File: config.mk
export PLATFORM = sky130hd
export DESIGN_NAME = fcx_flow_ctl
export DESIGN_NICKNAME = d
export VERILOG_FILES = /design/src/rtl/fcx_pkg.sv /design/src/rtl/fcx_flow_ctl.sv /design/src/rtl/fcx_chan.sv
export SDC_FILE = /design/constraint.sdc
export NUM_CORES = 1
export LEC_CHECK = 0
export ABC_AREA = 1
export ABC_CLOCK_PERIOD_IN_PS = 3400
export BUFFER_PORTS_ARGS = -buffer_cell sky130_fd_sc_hd__clkbuf_2
export CORE_MARGIN = 5
export CORE_UTILIZATION = 35
export CTS_CLUSTER_SIZE = 12
export DETAILED_ROUTE_END_ITERATION = 12
export MAX_ROUTING_LAYER = met4
export PLACE_DENSITY = 0.5
export SYNTH_ARGS = -nofsm -noshare
export SYNTH_HDL_FRONTEND = slang
export SYNTH_HIERARCHICAL = 1
export SYNTH_SLANG_ARGS = --single-unit
export TNS_END_PERCENT = 30
File: constraint.sdc
create_clock -name CLK -period 3.4 [get_ports CLK]
set_input_delay 0.68 -clock CLK [delete_from_list [all_inputs] [get_ports CLK]]
set_output_delay 0.68 -clock CLK [all_outputs]
set_load 0.02 [all_outputs]
File: src/rtl/fcx_pkg.sv
// Package of constants and carrier types for the flow-control block.
package fcx_pkg;

	////////////////////////////////////////////////////////////////////////////
	// Geometry and timing.
	localparam int NUM_CH = 8;
	localparam int CH_W = 3;
	localparam int LEVEL_W = 9;
	localparam int CLK_PERIOD_NS = 10;
	localparam int PAUSE_DETECT_US = 350;
	// Longest time, so the count rounds down.
	localparam int PAUSE_DETECT_CYC = (PAUSE_DETECT_US * 1000) / CLK_PERIOD_NS;

	////////////////////////////////////////////////////////////////////////////
	// Receive FIFO hysteresis levels.
	localparam logic [LEVEL_W-1:0] CRIT_SET_LEVEL = 9'h0c0;
	localparam logic [LEVEL_W-1:0] CRIT_CLR_LEVEL = 9'h07f;

	////////////////////////////////////////////////////////////////////////////
	// Flow-control codes, seven bits, parity stripped.
	localparam logic [6:0] PAUSE_CHAR = 7'h13;
	localparam logic [6:0] RESUME_CHAR = 7'h11;

	////////////////////////////////////////////////////////////////////////////
	// Register map, byte addresses.
	localparam logic [7:0] LCR_BASE = 8'h00;
	localparam logic [7:0] STAT_OFS = 8'h40;
	localparam int LCR_INBOUND_AUTO_FLOW_ENABLE_BIT = 1;
	localparam int LCR_OUTBOUND_AUTO_FLOW_ENABLE_BIT = 4;
	localparam int LCR_SWP_BIT = 5;
	localparam int LCR_SUPP_BIT = 6;
	localparam int STAT_ALLOW_LSB = 0;
	localparam int STAT_PAUSED_LSB = 8;
	localparam int STAT_CRIT_BIT = 16;
	localparam logic [NUM_CH-1:0] ALLOW_RST = 8'hff;

	////////////////////////////////////////////////////////////////////////////
	// Carriers.
	typedef struct packed {
		logic suppress;
		logic swp;
		logic outbound_auto_flow_enable;
		logic inbound_auto_flow_enable;
	} fcx_lcr_t;

	localparam fcx_lcr_t LCR_RST = 4'h0;

	typedef struct packed {
		logic [CH_W-1:0] ch;
		logic err;
		logic [7:0] data;
	} fcx_rxc_t;

	typedef struct packed {
		logic [CH_W-1:0] ch;
		logic [7:0] data;
	} fcx_txc_t;

	typedef enum logic [2:0] {
		ST_IDLE = 3'b001,
		ST_WAIT = 3'b010,
		ST_PAUSED = 3'b100
	} fcx_state_t;

endpackage : fcx_pkg

File: src/rtl/fcx_flow_ctl.sv
// Multi-channel XON/XOFF flow controller with APB register access.
//
// The register offsets and the APB slave port were decided locally.
`timescale 1ns/10ps
module fcx_flow_ctl
	import fcx_pkg::*;
#(
	parameter int NCH = NUM_CH,
	parameter int DET_CYC = PAUSE_DETECT_CYC
) (
	// Clock and reset.
	input wire logic CLK,
	input wire logic ARST_N,
	// APB slave.
	input wire logic [7:0] PADDR,
	input wire logic PSEL,
	input wire logic PENABLE,
	input wire logic PWRITE,
	input wire logic [31:0] PWDATA,
	input wire logic [3:0] PSTRB,
	output logic [31:0] PRDATA,
	output logic PREADY,
	output logic PSLVERR,
	// Characters from the receivers.
	input wire logic RXC_VALID,
	input wire fcx_rxc_t RXC,
	// Characters into the shared receive FIFO and its fill level.
	output logic RXF_WR,
	output fcx_rxc_t RXF,
	input wire logic [LEVEL_W-1:0] RXF_LEVEL,
	output logic RX_FIFO_CRITICAL,
	// Queued transmit data, one lane per channel.
	input wire logic [NCH-1:0] TXQ_VALID,
	input wire logic [NCH*8-1:0] TXQ_DATA,
	output logic [NCH-1:0] TXQ_POP,
	// Transmitters.
	input wire logic [NCH-1:0] TX_READY,
	output logic TX_LOAD,
	output fcx_txc_t TX
);

	////////////////////////////////////////////////////////////////////////////
	// Address and character decode helpers.

	function automatic logic is_lcr(input logic [7:0] a);
		is_lcr = (a[1:0] == 2'b00) && (a >= LCR_BASE) && (a < LCR_BASE + 8'(NCH * 4));
	endfunction : is_lcr

	function automatic logic [CH_W-1:0] lcr_ch(input logic [7:0] a);
		logic [7:0] off;
		off = a - LCR_BASE;
		lcr_ch = off[CH_W+1:2];
	endfunction : lcr_ch

	function automatic logic is_code(input fcx_rxc_t c, input logic [6:0] code);
		is_code = !c.err && (c.data[6:0] == code);
	endfunction : is_code

	////////////////////////////////////////////////////////////////////////////
	// Registers and state.

	fcx_lcr_t lcr_q [NCH];
	logic [NCH-1:0] allow_q;
	logic crit_q;
	logic [31:0] prdata_q;
	logic rxf_wr_q;
	fcx_rxc_t rxf_q;
	logic tx_load_q;
	fcx_txc_t tx_q;
	logic [CH_W-1:0] scan_q;

	logic [NCH-1:0] pause_pend, resume_pend, paused_v;
	logic [NCH-1:0] pause_ack, resume_ack, rx_tick;
	logic [NCH-1:0] inbound_auto_flow_enable_v, swp_v;
	logic wr_hit, rd_hit, hit;
	logic rx_pause, rx_resume, rx_flow;
	logic go_flow, go_data;
	logic [31:0] rd_word;

	////////////////////////////////////////////////////////////////////////////
	// APB slave: zero wait states, registered read data.

	assign hit = is_lcr(PADDR) || (PADDR == STAT_OFS);
	assign wr_hit = PSEL && PENABLE && PWRITE && PSTRB[0] && is_lcr(PADDR);
	assign rd_hit = PSEL && !PENABLE && !PWRITE;

	always_comb begin
		rd_word = '0;
		if (is_lcr(PADDR)) begin
			rd_word[LCR_INBOUND_AUTO_FLOW_ENABLE_BIT] = lcr_q[lcr_ch(PADDR)].inbound_auto_flow_enable;
			rd_word[LCR_OUTBOUND_AUTO_FLOW_ENABLE_BIT] = lcr_q[lcr_ch(PADDR)].outbound_auto_flow_enable;
			rd_word[LCR_SWP_BIT] = lcr_q[lcr_ch(PADDR)].swp;
			rd_word[LCR_SUPP_BIT] = lcr_q[lcr_ch(PADDR)].suppress;
		end else if (PADDR == STAT_OFS) begin
			rd_word[STAT_ALLOW_LSB +: NCH] = allow_q;
			rd_word[STAT_PAUSED_LSB +: NCH] = paused_v;
			rd_word[STAT_CRIT_BIT] = crit_q;
		end
	end

	always_ff @(posedge CLK or negedge ARST_N) begin
		if (!ARST_N) begin
			prdata_q <= 32'h0000_0000;
		end else if (rd_hit) begin
			prdata_q <= rd_word;
		end
	end

	assign PRDATA = prdata_q;
	assign PREADY = 1'b1;
	// Unmapped or misaligned addresses answer with an error and read zero.
	assign PSLVERR = PSEL && PENABLE && !hit;

	// Line control registers; only byte lane 0 holds defined bits.
	always_ff @(posedge CLK or negedge ARST_N) begin
		if (!ARST_N) begin
			for (int i = 0; i < NCH; i++) begin
				lcr_q[i] <= LCR_RST;
			end
		end else if (wr_hit) begin
			lcr_q[lcr_ch(PADDR)].inbound_auto_flow_enable <= PWDATA[LCR_INBOUND_AUTO_FLOW_ENABLE_BIT];
			lcr_q[lcr_ch(PADDR)].outbound_auto_flow_enable <= PWDATA[LCR_OUTBOUND_AUTO_FLOW_ENABLE_BIT];
			lcr_q[lcr_ch(PADDR)].swp <= PWDATA[LCR_SWP_BIT];
			lcr_q[lcr_ch(PADDR)].suppress <= PWDATA[LCR_SUPP_BIT];
		end
	end

	////////////////////////////////////////////////////////////////////////////
	// Receive path.

	assign rx_pause = is_code(RXC, PAUSE_CHAR);
	assign rx_resume = is_code(RXC, RESUME_CHAR);
	assign rx_flow = rx_pause || rx_resume;

	// Flow characters are stored like data unless suppress is set for their channel.
	always_ff @(posedge CLK or negedge ARST_N) begin
		if (!ARST_N) begin
			rxf_wr_q <= 1'b0;
		end else begin
			rxf_wr_q <= RXC_VALID && !(rx_flow && lcr_q[RXC.ch].suppress);
		end
	end

	always_ff @(posedge CLK or negedge ARST_N) begin
		if (!ARST_N) begin
			rxf_q <= '0;
		end else if (RXC_VALID) begin
			rxf_q <= RXC;
		end
	end

	assign RXF_WR = rxf_wr_q;
	assign RXF = rxf_q;

	// Outbound gate. Turning outbound_auto_flow_enable off reopens the gate so a stale pause
	// cannot leave a channel stuck.
	always_ff @(posedge CLK or negedge ARST_N) begin
		if (!ARST_N) begin
			allow_q <= ALLOW_RST;
		end else begin
			for (int i = 0; i < NCH; i++) begin
				if (!lcr_q[i].outbound_auto_flow_enable) begin
					allow_q[i] <= 1'b1;
				end else if (RXC_VALID && RXC.ch == CH_W'(i) && rx_pause) begin
					allow_q[i] <= 1'b0;
				end else if (RXC_VALID && RXC.ch == CH_W'(i) && rx_resume) begin
					allow_q[i] <= 1'b1;
				end
			end
		end
	end

	////////////////////////////////////////////////////////////////////////////
	// FIFO critical hysteresis.

	always_ff @(posedge CLK or negedge ARST_N) begin
		if (!ARST_N) begin
			crit_q <= 1'b0;
		end else if (RXF_LEVEL >= CRIT_SET_LEVEL) begin
			crit_q <= 1'b1;
		end else if (RXF_LEVEL <= CRIT_CLR_LEVEL) begin
			crit_q <= 1'b0;
		end
	end

	assign RX_FIFO_CRITICAL = crit_q;

	////////////////////////////////////////////////////////////////////////////
	// Per-channel inbound engines.

	for (genvar g = 0; g < NCH; g++) begin : g_ch
		assign rx_tick[g] = RXC_VALID && RXC.ch == CH_W'(g);
		assign inbound_auto_flow_enable_v[g] = lcr_q[g].inbound_auto_flow_enable;
		assign swp_v[g] = lcr_q[g].swp;

		fcx_chan #(
			.DET_CYC(DET_CYC)
		) u_chan (
			.clk(CLK),
			.arst_n(ARST_N),
			.crit(crit_q),
			.inbound_auto_flow_enable(inbound_auto_flow_enable_v[g]),
			.swp(swp_v[g]),
			.rx_tick(rx_tick[g]),
			.pause_ack(pause_ack[g]),
			.resume_ack(resume_ack[g]),
			.pause_pend(pause_pend[g]),
			.resume_pend(resume_pend[g]),
			.paused(paused_v[g])
		);
	end

	////////////////////////////////////////////////////////////////////////////
	// Transmit multiplexer. One channel is visited per cycle; the scan keeps
	// a busy channel from starving the others at the cost of latency.

	logic [7:0] lane_data;

	assign lane_data = TXQ_DATA[scan_q*8 +: 8];
	assign go_flow = TX_READY[scan_q] && (pause_pend[scan_q] || resume_pend[scan_q]);
	assign go_data = TX_READY[scan_q] && !go_flow && TXQ_VALID[scan_q]
		&& allow_q[scan_q];

	always_comb begin
		pause_ack = '0;
		resume_ack = '0;
		TXQ_POP = '0;
		if (go_flow && pause_pend[scan_q]) begin
			pause_ack[scan_q] = 1'b1;
		end else if (go_flow) begin
			resume_ack[scan_q] = 1'b1;
		end
		if (go_data) begin
			TXQ_POP[scan_q] = 1'b1;
		end
	end

	always_ff @(posedge CLK or negedge ARST_N) begin
		if (!ARST_N) begin
			scan_q <= '0;
		end else if (scan_q == CH_W'(NCH - 1)) begin
			scan_q <= '0;
		end else begin
			scan_q <= scan_q + CH_W'(1);
		end
	end

	always_ff @(posedge CLK or negedge ARST_N) begin
		if (!ARST_N) begin
			tx_load_q <= 1'b0;
		end else begin
			tx_load_q <= go_flow || go_data;
		end
	end

	// Flow characters go out with bit 7 clear.
	always_ff @(posedge CLK or negedge ARST_N) begin
		if (!ARST_N) begin
			tx_q <= '0;
		end else if (go_flow && pause_pend[scan_q]) begin
			tx_q <= {scan_q, 1'b0, PAUSE_CHAR};
		end else if (go_flow) begin
			tx_q <= {scan_q, 1'b0, RESUME_CHAR};
		end else if (go_data) begin
			tx_q <= {scan_q, lane_data};
		end
	end

	assign TX_LOAD = tx_load_q;
	assign TX = tx_q;

endmodule : fcx_flow_ctl

File: src/rtl/fcx_chan.sv
// Per-channel inbound flow engine: decides when pause and resume go out.
`timescale 1ns/10ps
module fcx_chan
	import fcx_pkg::*;
#(
	parameter int DET_CYC = PAUSE_DETECT_CYC
) (
	// Clock and reset.
	input wire logic clk,
	input wire logic arst_n,
	// Conditions.
	input wire logic crit,
	input wire logic inbound_auto_flow_enable,
	input wire logic swp,
	input wire logic rx_tick,
	// Transmitter acknowledgements.
	input wire logic pause_ack,
	input wire logic resume_ack,
	// Requests and state.
	output logic pause_pend,
	output logic resume_pend,
	output logic paused
);

	localparam int CNT_W = $clog2(DET_CYC + 1);
	localparam logic [CNT_W-1:0] CNT_LAST = CNT_W'(DET_CYC - 1);

	fcx_state_t state_q, state_d;
	logic [CNT_W-1:0] cnt_q;
	logic rx_seen_q, fifo_own_q, half_q, arm_q, swp_q, crit_q;
	logic pause_q, resume_q;
	logic fifo_src, want, issue_pause, issue_resume;

	////////////////////////////////////////////////////////////////////////////
	// A pause sent for the FIFO stays owed a resume even if inbound_auto_flow_enable drops.
	assign fifo_src = crit & ((inbound_auto_flow_enable & rx_seen_q) | fifo_own_q);
	assign want = fifo_src | swp;

	always_comb begin
		state_d = state_q;
		issue_pause = 1'b0;
		issue_resume = 1'b0;
		case (state_q)
			ST_IDLE: begin
				if (want) begin
					state_d = ST_WAIT;
				end
			end
			// A short-lived request that clears here sends nothing.
			ST_WAIT: begin
				if (!want) begin
					state_d = ST_IDLE;
				end else if (cnt_q == CNT_LAST) begin
					state_d = ST_PAUSED;
					issue_pause = 1'b1;
				end
			end
			ST_PAUSED: begin
				if (!want) begin
					state_d = ST_IDLE;
					issue_resume = 1'b1;
				end else if (swp && !swp_q) begin
					issue_pause = 1'b1;
				end else if (rx_tick && (arm_q || half_q || (crit && !crit_q && swp))) begin
					issue_pause = 1'b1;
				end
			end
			default: begin
				state_d = ST_IDLE;
			end
		endcase
	end

	always_ff @(posedge clk or negedge arst_n) begin
		if (!arst_n) begin
			state_q <= ST_IDLE;
		end else begin
			state_q <= state_d;
		end
	end

	always_ff @(posedge clk or negedge arst_n) begin
		if (!arst_n) begin
			cnt_q <= '0;
		end else if (state_q == ST_WAIT) begin
			cnt_q <= cnt_q + CNT_W'(1);
		end else begin
			cnt_q <= '0;
		end
	end

	////////////////////////////////////////////////////////////////////////////
	// Book-keeping for repeated pauses.
	always_ff @(posedge clk or negedge arst_n) begin
		if (!arst_n) begin
			swp_q <= 1'b0;
			crit_q <= 1'b0;
		end else begin
			swp_q <= swp;
			crit_q <= crit;
		end
	end

	always_ff @(posedge clk or negedge arst_n) begin
		if (!arst_n) begin
			rx_seen_q <= 1'b0;
		end else if (rx_tick) begin
			rx_seen_q <= 1'b1;
		// A character seen before the FIFO turns critical still marks the channel
		// as receiving, so the first pause is not held back until the next one.
		end else if (issue_resume || (crit_q && !crit)) begin
			rx_seen_q <= 1'b0;
		end
	end

	always_ff @(posedge clk or negedge arst_n) begin
		if (!arst_n) begin
			fifo_own_q <= 1'b0;
		end else if (issue_resume || state_q == ST_IDLE) begin
			fifo_own_q <= 1'b0;
		end else if (state_d == ST_PAUSED && crit && inbound_auto_flow_enable) begin
			fifo_own_q <= 1'b1;
		end
	end

	// Counts received characters in pairs between pauses.
	always_ff @(posedge clk or negedge arst_n) begin
		if (!arst_n) begin
			half_q <= 1'b0;
		end else if (issue_pause || state_q != ST_PAUSED) begin
			half_q <= 1'b0;
		end else if (rx_tick) begin
			half_q <= 1'b1;
		end
	end

	always_ff @(posedge clk or negedge arst_n) begin
		if (!arst_n) begin
			arm_q <= 1'b0;
		end else if (state_q != ST_PAUSED || (rx_tick && issue_pause)) begin
			arm_q <= 1'b0;
		end else if (crit && !crit_q && swp) begin
			arm_q <= 1'b1;
		end
	end

	////////////////////////////////////////////////////////////////////////////
	// Pending characters: a new issue wins over an acknowledge.
	always_ff @(posedge clk or negedge arst_n) begin
		if (!arst_n) begin
			pause_q <= 1'b0;
		end else if (issue_pause) begin
			pause_q <= 1'b1;
		end else if (pause_ack || issue_resume) begin
			pause_q <= 1'b0;
		end
	end

	always_ff @(posedge clk or negedge arst_n) begin
		if (!arst_n) begin
			resume_q <= 1'b0;
		end else if (issue_resume) begin
			resume_q <= 1'b1;
		end else if (resume_ack || issue_pause) begin
			resume_q <= 1'b0;
		end
	end

	assign pause_pend = pause_q;
	assign resume_pend = resume_q;
	assign paused = (state_q == ST_PAUSED);

endmodule : fcx_chan

==> results of run 1 <==
[cell families (layout without fill, tap and decap cells)]
group                    count (synthesis)  after routing  share of synthesized area
AND/OR/NAND/NOR                       1118           1118                      0.320
buffers and inverters                  330            532                     0.0841
flip-flops                             302            302                      0.469
AO/OA/AOI/OAI                          237            237                     0.0848
XOR/XNOR                                62             62                     0.0336
adder cells (fa/ha/maj)                 10             10                    0.00775
other                                    2             18                   0.000465
[per-layer routing]
layer,vias up,share of wire,global-route usage,routed length [um]
li1,6922,-,-,-
met1,6405,0.47,0.239,20800
met2,219,0.46,0.282,20400
met3,66,0.042,0.0278,1830
met4,0,0.025,0.0528,1110
met5,-,0,-,0
[where the power goes]
| part | leakage, nW | switching, mW | internal, mW |
|---|---|---|---|
| clock network | 0.617 | 1.56 | 2.53 |
| registers | 4.05 | 0.0658 | 3.69 |
| logic | 4.27 | 0.366 | 0.180 |
[area by class of cell]
cell class	count	area, um2	area share
repair buffers	178	996	0.0526
clock buffers	57	1100	0.0581
diodes	2	5.00	0.000264
well taps	600	751	0.0396
multi-input cells	1443	7270	0.384
flip-flops and latches	302	7580	0.400
inverters	287	1080	0.0571
clock inverters	10	160	0.00845
[synth_stat cells, drive strengths merged]
| cell | count | share of area |
|---|---|---|
| a21boi | 1 | 0.00047 |
| a21oi | 73 | 0.024 |
| a22oi | 3 | 0.0014 |
| a2bb2oi | 3 | 0.0016 |
| a41oi | 1 | 0.00054 |
| buf | 34 | 0.015 |
| clkbuf | 9 | 0.0021 |
| clkinv | 1 | 0.00023 |
| conb | 2 | 0.00047 |
| dfrtp | 286 | 0.44 |
| dfstp | 16 | 0.026 |
| ha | 10 | 0.0077 |
| inv | 286 | 0.066 |
| nand2 | 485 | 0.12 |
| nand3 | 148 | 0.058 |
| nand3b | 10 | 0.0046 |
| nand4 | 32 | 0.012 |
| nor2 | 355 | 0.087 |
| nor3 | 82 | 0.036 |
| nor4 | 1 | 0.00039 |
| o211ai | 6 | 0.0028 |
| o21a | 3 | 0.0014 |
| o21ai | 107 | 0.035 |
| o21bai | 8 | 0.0037 |
| o22a | 3 | 0.0016 |
| o22ai | 16 | 0.0062 |
| o31ai | 13 | 0.0060 |
| or2 | 5 | 0.0019 |
| xor2 | 62 | 0.034 |
[state kept, by name (all words and copies together), names as in the netlist, 3 cells and up]
name                        flops
TX                             11
PRDATA                         17
g_ch.u_chan/pause_pend          8
allow_q                         8
g_ch.u_chan/crit_q              8
g_ch.u_chan/state_q            24
g_ch.u_chan/cnt_q             128
lcr_q                          24
g_ch.u_chan/fifo_own_q          8
g_ch.u_chan/arm_q               8
g_ch.u_chan/swp_q               8
scan_q                          3
RXF                            12
g_ch.u_chan/half_q              8
g_ch.u_chan/rx_seen_q           8
inbound_auto_flow_enable_v      8
g_ch.u_chan/resume_pend         8
[metrics by stage]
stage                     setup slack, ns  hold slack, ns
final                               0.237           0.155
after global routing               0.0578           0.198
after CTS                          0.0681           0.159
after detailed placement            0.659           0.418
after global placement              0.661           0.416
after floorplan                     0.913           0.384
[path summary, 6_finish.rpt]
| check | slack, ns | from | cells past startpoint | end |
|---|---|---|---|---|
| worst min-delay path | 0.15 | ARST_N | 1 | g_ch[0].u_chan/cnt_q[2]$_DFF_PN0_ |
| worst max register to register | 1.21 | scan_q[0]$_DFF_PN0_ | 8 | g_ch[1].u_chan/pause_pend$_DFFE_PN0P_ |
| min in group CLK | 0.33 | RXF_LEVEL[8] | 3 | RX_FIFO_CRITICAL$_DFFE_PN0P_ |
| max in group asynchronous | 2.38 | ARST_N | 2 | g_ch[7].u_chan/state_q[0]$_DFF_PN1_ |
| worst max-delay path | 0.24 | scan_q[0]$_DFF_PN0_ | 11 | TXQ_POP[3] |
| worst min register to register | 0.43 | lcr_q[13]$_DFFE_PN0P_ | 1 | allow_q[4]$_DFFE_PN1P_ |
[repair_timing]
item / 4_1_cts / 5_1_grt
hold buffers: 0 / 0
endpoints found under the setup margin: 0 / 8
gates resized for setup: 0 / 6
==> run summary, run 1 <==
Post-DP Area = 0.0177 mm2
drt first pass iters = 5
setup violators final = 0
root buffer selected by CTS = clkbuf_16
Required @ worst endpoint = 2.72 ns
status = finished clean
via count = 13600
Power Total = 8.40 mW
crit path max fanout = 25
slowest CP cell = dfrtp_2
synth-to-layout area growth = 17.3%
most frequent cells in the layout = nand2_1, nor2_1, dfrtp_1, inv_1, clkbuf_2
max cap viols = 0
initial antenna violation count = 2
wire per inst = 15.3 um
drt via density = 4.73
post-layout util = 0.417
clk buf depth = 3
Cells after Synth = 2061
DR DRC count = 0
critical path launch point type = register
CTS H-tree depth = 2
Bufs and invs on worst path = 3
post-CTS setup buffer count = 0
Post-Place Cells = 2810
CP max stage delay = 0.49 ns
unrepaired setup endpoints after global routing = false
die height = 225 um
non-filler cells, final = 2879
Reg clk slew, reported paths = 0.06 ns
CP delay by family, top = simple AND/OR/NAND/NOR gates
fmax = 316 MHz
I/O Buffers = 165
Final Max Slew Viols = 0
critical path, cell by cell = buf_4, nand3_4, inv_1, nand2_1, nand2_1, nor2_1, nand2_1, nor2_4, nand2_4, nor2_1, clkbuf_2
first-pass GRT wire length = 71700 um
Netlist Area Pre-Place = 0.0162 mm2
flops & latches, synth = 302
Fin. Hold Viols = 0
final instance area = 0.0190 mm2
FP Rows = 78
share of layout cells above drive strength 1 = 0.184
Avg Cell Area, Syn = 7.84 um2
Ports = 219
final period utilization = 0.930
GR Util All Layers = 0.178
CTS sink count = 302
DP HPWL = 33100 um
post-synthesis sequential area ratio = 0.469
GRT overflow = 0
Fill cells = 4621
vias in the first global route = 13500
Final Skew = 0.0149 ns
min Tclk post-route = 3.16 ns
crit-path most repeated cell = nand2_1
Yosys cell types = 44
leak pwr = 8.93 nW
Worst VDD drop = 0.331 mV
Core ar. = 0.0455 mm2
CTS Buf Count = 37
initial DRC count = 705
Antenna Nets Post-Route = 0
DIE AREA = 0.0505 mm2
Total Neg Setup Slack = 0 ns
CTS tree = yes
commonest non-fill, non-tap cell in the layout = nand2_1
latest clock arrival within the worst-skew pair = 0.54 ns
largest net degree at the start of global routing = 86
Max-Slew Margin vs Limit = 0.357
placer congestion estimate = 0.874
Crit. End Element = output pin
critical path arrival = 2.48 ns
critical path class = reg -> out
Hold WC Path Type = in -> async
starting density of the core = 0.355
fin nets = 2410
die width = 225 um
warnings from Yosys = 6
routed wire length = 44200 um
power per cell area = 443 mW/mm2
Slew @ Worst Pin = 0.964 ns
No activity file was read; power rests on OpenSTA's default activity.
==> run 2, diff against run 1 <==
--- a/config.mk
+++ b/config.mk
@@ -14,5 +14,5 @@
 export DETAILED_ROUTE_END_ITERATION = 12
 export MAX_ROUTING_LAYER = met4
-export PLACE_DENSITY = 0.5
+export PLACE_DENSITY = 0.52
 export SYNTH_ARGS = -nofsm -noshare
 export SYNTH_HDL_FRONTEND = slang
==> constraint.sdc (replaced) <==
create_clock -name CLK -period 3.4 [get_ports CLK]
set_input_delay 0.68 -clock CLK [delete_from_list [all_inputs] [get_ports CLK]]
set_output_delay 0.68 -clock CLK [all_outputs]
set_load 0.01 [all_outputs]
==> run 2 against run 1 <==
Against the previous run:
- wire length fell by 1.0%
- clock skew fell by 0.0020 ns
- critical path depth did not move
- clock power fell by 3%
- flip-flop and latch count did not move
- maximum frequency fell by 2.0%
- sequential power barely moved
- via count rose by 0.38%
- setup slack got worse by 0.066 ns
- highest routed layer unchanged
==> run summary, run 2 (synthesized netlist as in run 1, its figures left out) <==
Slew @ Worst Pin = 0.932 ns
clk buf depth = 3
final period utilization = 0.950
largest net degree at the start of global routing = 70
DP HPWL = 32500 um
Hold WC Path Type = in -> async
Bufs and invs on worst path = 3
wire per inst = 15.2 um
slowest CP cell = dfrtp_2
Biggest register = g_ch.u_chan/cnt_q
cts repair resizes = 0
Post-Place Cells = 2809
Core ar. = 0.0455 mm2
critical path launch point type = register
via count = 13700
initial antenna violation count = 3
leak pwr = 8.89 nW
setup violators final = 0
share of layout cells above drive strength 1 = 0.182
critical path arrival = 2.55 ns
Reg clk slew, reported paths = 0.06 ns
Final Max Slew Viols = 0
die height = 225 um
routed wire length = 43700 um
CTS sink count = 302
top flop regs = g_ch.u_chan/cnt_q x128, g_ch.u_chan/state_q x24, lcr_q x24
drt via density = 4.75
CTS H-tree depth = 2
CP delay by family, top = simple AND/OR/NAND/NOR gates
drt first pass iters = 5
Crit. End Element = output pin
initial DRC count = 782
synth-to-layout area growth = 16.9%
fmax = 310 MHz
FP Rows = 78
Final Skew = 0.0130 ns
starting density of the core = 0.355
root buffer selected by CTS = clkbuf_16
Total Neg Setup Slack = 0 ns
Power Total = 8.24 mW
Antenna Nets Post-Route = 0
unrepaired setup endpoints after global routing = false
GRT overflow = 0
commonest non-fill, non-tap cell in the layout = nand2_1
placer congestion estimate = 0.875
crit-path most repeated cell = nand2_1
CTS tree = yes
max cap viols = 0
power per cell area = 437 mW/mm2
Max-Slew Margin vs Limit = 0.379
fin nets = 2409
latest clock arrival within the worst-skew pair = 0.54 ns
Worst VDD drop = 0.301 mV
vias in the first global route = 13400
first-pass GRT wire length = 70500 um
Required @ worst endpoint = 2.72 ns
I/O Buffers = 165
non-filler cells, final = 2875
die width = 225 um
Fin. Hold Viols = 0
CP max stage delay = 0.53 ns
critical path class = reg -> out
post-CTS setup buffer count = 0
DR DRC count = 0
GR Util All Layers = 0.177
status = finished clean
max FFs per register = 128
Ports = 219
min Tclk post-route = 3.23 ns
crit path max fanout = 25
most frequent cells in the layout = nand2_1, nor2_1, dfrtp_1, inv_1, clkbuf_2
hold_buf cts = 0
critical path, cell by cell = buf_4, nand3_4, inv_1, nand2_1, nand2_1, nor2_1, nand2_1, nor2_4, nand2_4, nor2_1, clkbuf_2
CTS Buf Count = 37
DIE AREA = 0.0505 mm2
==> run 2: cell types whose count changed in the layout (fill, tap and decap cells not counted) <==
cell / delta
buf_12: -2
clkbuf_8: -2
clkinv_2: -2
clkinvlp_4: +2
inv_6: -2
buf_4: +1
clkbuf_1: -1
dfrtp_1: +1
dfrtp_2: -1
diode_2: +1
inv_2: +1
==> run 2: area by class of cell <==
class | count | area [um2]
Sequential cell | 302 | 7580
Timing Repair Buffer | 177 | 963
Clock inverter | 9 | 156
Tap cell | 600 | 751
Fill cell | 4716 | 26600
Multi-Input combinational cell | 1443 | 7270
Inverter | 287 | 1080
Antenna cell | 3 | 7.51
Clock buffer | 54 | 1070
==> run 2: layer usage <==
metal	wire, um	GRT usage
met1	20400	0.234
met2	20100	0.280
met3	2290	0.0381
met4	972	0.0407
met5	0	-
==> run 2: where the power goes <==
group          leakage [nW]  internal [mW]  switching [mW]
clock                 0.590           2.48            1.50
sequential             4.05           3.69          0.0682
combinational          4.26          0.176           0.325
==> run 2: worst paths after layout <==
kind,slack (ns),depth (start not counted),end,startpoint
max in group asynchronous,2.44,2,scan_q[1]$_DFF_PN0_,ARST_N
min in group CLK,0.33,3,RX_FIFO_CRITICAL$_DFFE_PN0P_,RXF_LEVEL[8]
hold / removal,0.12,1,g_ch[0].u_chan/cnt_q[13]$_DFF_PN0_,ARST_N
setup reg to reg,1.19,10,TX[10]$_DFFE_PN0P_,scan_q[0]$_DFF_PN0_
hold reg to reg,0.45,1,allow_q[4]$_DFFE_PN1P_,lcr_q[13]$_DFFE_PN0P_
setup / recovery,0.17,11,TXQ_POP[2],scan_q[1]$_DFF_PN0_
==> run 2: stage by stage <==
step	area, um2	hold WS [ns]	utilization	worst slack, ns
after global placement	17600	0.421	0.388	0.675
final	18900	0.123	0.415	0.172
after global routing	18900	0.154	0.415	0.0144
after CTS	18900	0.131	0.415	0.0335
after detailed placement	17600	0.437	0.388	0.621
after floorplan	16200	0.384	-	1.07
==> run 3, diff against run 2 <==
BUFFER_PORTS_ARGS = default   (was -buffer_cell sky130_fd_sc_hd__clkbuf_2)
DONT_BUFFER_PORTS = 1   (was default)
PLACE_DENSITY = 0.48   (was 0.52)
==> run 3 against run 2 <==
Against the previous run:
- the run now ends with negative hold slack left
- total power decreased by 0.70%
- highest routed layer unchanged
- count of clock-buffer cells in the layout increased by 4
- clock skew up 0.0054 ns
- core utilization is 1.9 points lower
- cell area shrank 4.5%
- flip-flop and latch count did not move
- first-iteration DRC count is the same
- hold slack worse by 0.26 ns
- die area stayed put
==> run summary, run 3 (synthesized netlist as in run 1, its figures left out) <==
Antenna Nets Post-Route = 0
GRT overflow = 0
P_int = 6.34 mW
Required @ worst endpoint = 2.72 ns
leak pwr = 8.20 nW
crit path max fanout = 25
Fin. Hold Viols = 112
root buffer selected by CTS = clkbuf_16
power per cell area = 454 mW/mm2
Switching Share = 0.225
drt via density = 4.80
most used routing layer = met2
DP HPWL = 31400 um
status = finished with violations
Core ar. = 0.0455 mm2
critical path launch point type = register
via count = 13000
FP Rows = 78
Power Total = 8.18 mW
max FFs per register = 128
max cap viols = 0
min Tclk post-route = 3.21 ns
M1 GR Usage = 0.229
synth-to-layout area growth = 11.6%
largest net degree at the start of global routing = 303
Fill cells = 4791
Total Neg Setup Slack = 0 ns
Reg clk slew, reported paths = 0.06 ns
crit-path most repeated cell = nand2_1
vias in the first global route = 12700
final instance area = 0.0180 mm2
final period utilization = 0.944
GR met2 Demand/Resource = 0.271
Slew @ Worst Pin = 0.987 ns
CTS sink count = 302
initial antenna violation count = 1
initial DRC count = 782
routed wire length = 43500 um
fmax = 312 MHz
CTS Buf Count = 38
setup violators final = 0
placer congestion estimate = 0.867
most frequent cells in the layout = nand2_1, nor2_1, dfrtp_1, inv_1, nand3_1
DR DRC count = 0
Biggest register = g_ch.u_chan/cnt_q
met3 global-route usage = 0.0359
Multi-input gate area = 0.00727 mm2
share of layout cells above drive strength 1 = 0.117
Final Max Slew Viols = 0
Sequential Power Share = 0.464
clk buf depth = 3
Hold WC Path Type = in -> async
switching power = 1.84 mW
unrepaired setup endpoints after global routing = false
post-CTS setup buffer count = 0
failing checks = negative hold slack
worst hold margin = -0.135 ns
Combinational Power Share = 0.031
slowest CP cell = dfrtp_1
drt first pass iters = 5
latest clock arrival within the worst-skew pair = 0.54 ns
Sequential cell area = 0.00758 mm2
critical path arrival = 2.53 ns
Max-Slew Margin vs Limit = 0.342
CP max stage delay = 0.49 ns
commonest non-fill, non-tap cell in the layout = nand2_1
Ports = 219
starting density of the core = 0.355
GR Util All Layers = 0.175
Post-DP Area = 0.0167 mm2
wire per inst = 16.1 um
CTS H-tree depth = 2
critical path class = reg -> out
die height = 225 um
CTS tree = yes
Final Skew = 0.0184 ns
Crit. End Element = output pin
first-pass GRT wire length = 69500 um
fin nets = 2240
die width = 225 um
I/O Buffers = 0
Worst VDD drop = 0.249 mV
clock power share = 0.505
critical path, cell by cell = buf_4, nand2_2, inv_1, nand2_1, nand2_1, nor2_1, nand2_1, nor2_4, nand2_4, nor2_1
DIE AREA = 0.0505 mm2
top flop regs = g_ch.u_chan/cnt_q x128, g_ch.u_chan/state_q x24, lcr_q x24
==> run 3: changes by cell type in the layout (fill, tap and decap cells not counted), moves of 2 or more <==
cell        before  now
buf_4            9    7
diode_2          3    1
buf_12           3    0
clkbuf_1         9   11
clkbuf_2       164    0
clkbuf_16       37   41
clkinv_2         1    7
clkbuf_8         8    6
clkinvlp_4       3    1
==> run 3: cell type report <==
type                    instances  share of cell area
clock inverters                11             0.00736
well taps                     600              0.0417
repair buffers                  7             0.00292
clock buffers                  58              0.0638
diodes                          1            0.000139
inverters                     287              0.0599
flip-flops and latches        302               0.421
multi-input cells            1443               0.404
==> run 3: power groups by stage <==
stage | logic [mW] | clock network (mW) | registers (mW)
finish | 0.257 | 4.13 | 3.80
detailed placement | 0.256 | 0 | 3.86
global route | 0.296 | 4.42 | 3.81
CTS | 0.257 | 4.28 | 3.80
global placement | 0.252 | 0 | 3.86
floorplan | 0.220 | 0 | 3.83
==> run 3: critical path: cells and delay by family, from the launching register on <==
family / cells / cell delay, ns
buffers and inverters: 2 / 0.38
and+or+nand+nor: 8 / 1.11
DFF: 1 / 0.49
==> run 3: metal layers <==
layer  vias to the layer above  part of all wire
met1                      6085              0.46
met2                       259              0.45
met3                        79             0.054
met5                         -                 0
met4                         0             0.028
li1                       6585                 -
==> run 3: repair_timing <==
action | CTS | global route
hold endpoints to repair | 286 | 286
endpoints found under the setup margin | 0 | 8
gates resized for setup | 0 | 3
==> run 3: path summary, 6_finish.rpt <==
check | start | endpoint | slack (ns) | depth (start not counted)
max | scan_q[0]$_DFF_PN0_ | TXQ_POP[3] | 0.19 | 10
min | ARST_N | g_ch[2].u_chan/cnt_q[13]$_DFF_PN0_ | -0.14 | 0
max reg2reg | scan_q[0]$_DFF_PN0_ | g_ch[1].u_chan/pause_pend$_DFFE_PN0P_ | 1.14 | 8
min reg2reg | lcr_q[13]$_DFFE_PN0P_ | allow_q[4]$_DFFE_PN1P_ | 0.44 | 1
max in group asynchronous | ARST_N | TX[8]$_DFFE_PN0P_ | 2.75 | 0
min in group CLK | RXC_VALID | RXF[5]$_DFFE_PN0P_ | 0.25 | 2
==> run 3: stage by stage <==
stage | util | std cells | worst slack, ns | hold slack, ns
floorplan | - | 2075 | 1.07 | 0.384
global placement | 0.368 | 2639 | 0.752 | 0.415
detailed placement | 0.368 | 2639 | 0.731 | 0.413
CTS | 0.396 | 2708 | 0.138 | -0.178
global route | 0.396 | 2709 | 0.00654 | -0.170
finish | 0.396 | 2709 | 0.191 | -0.135
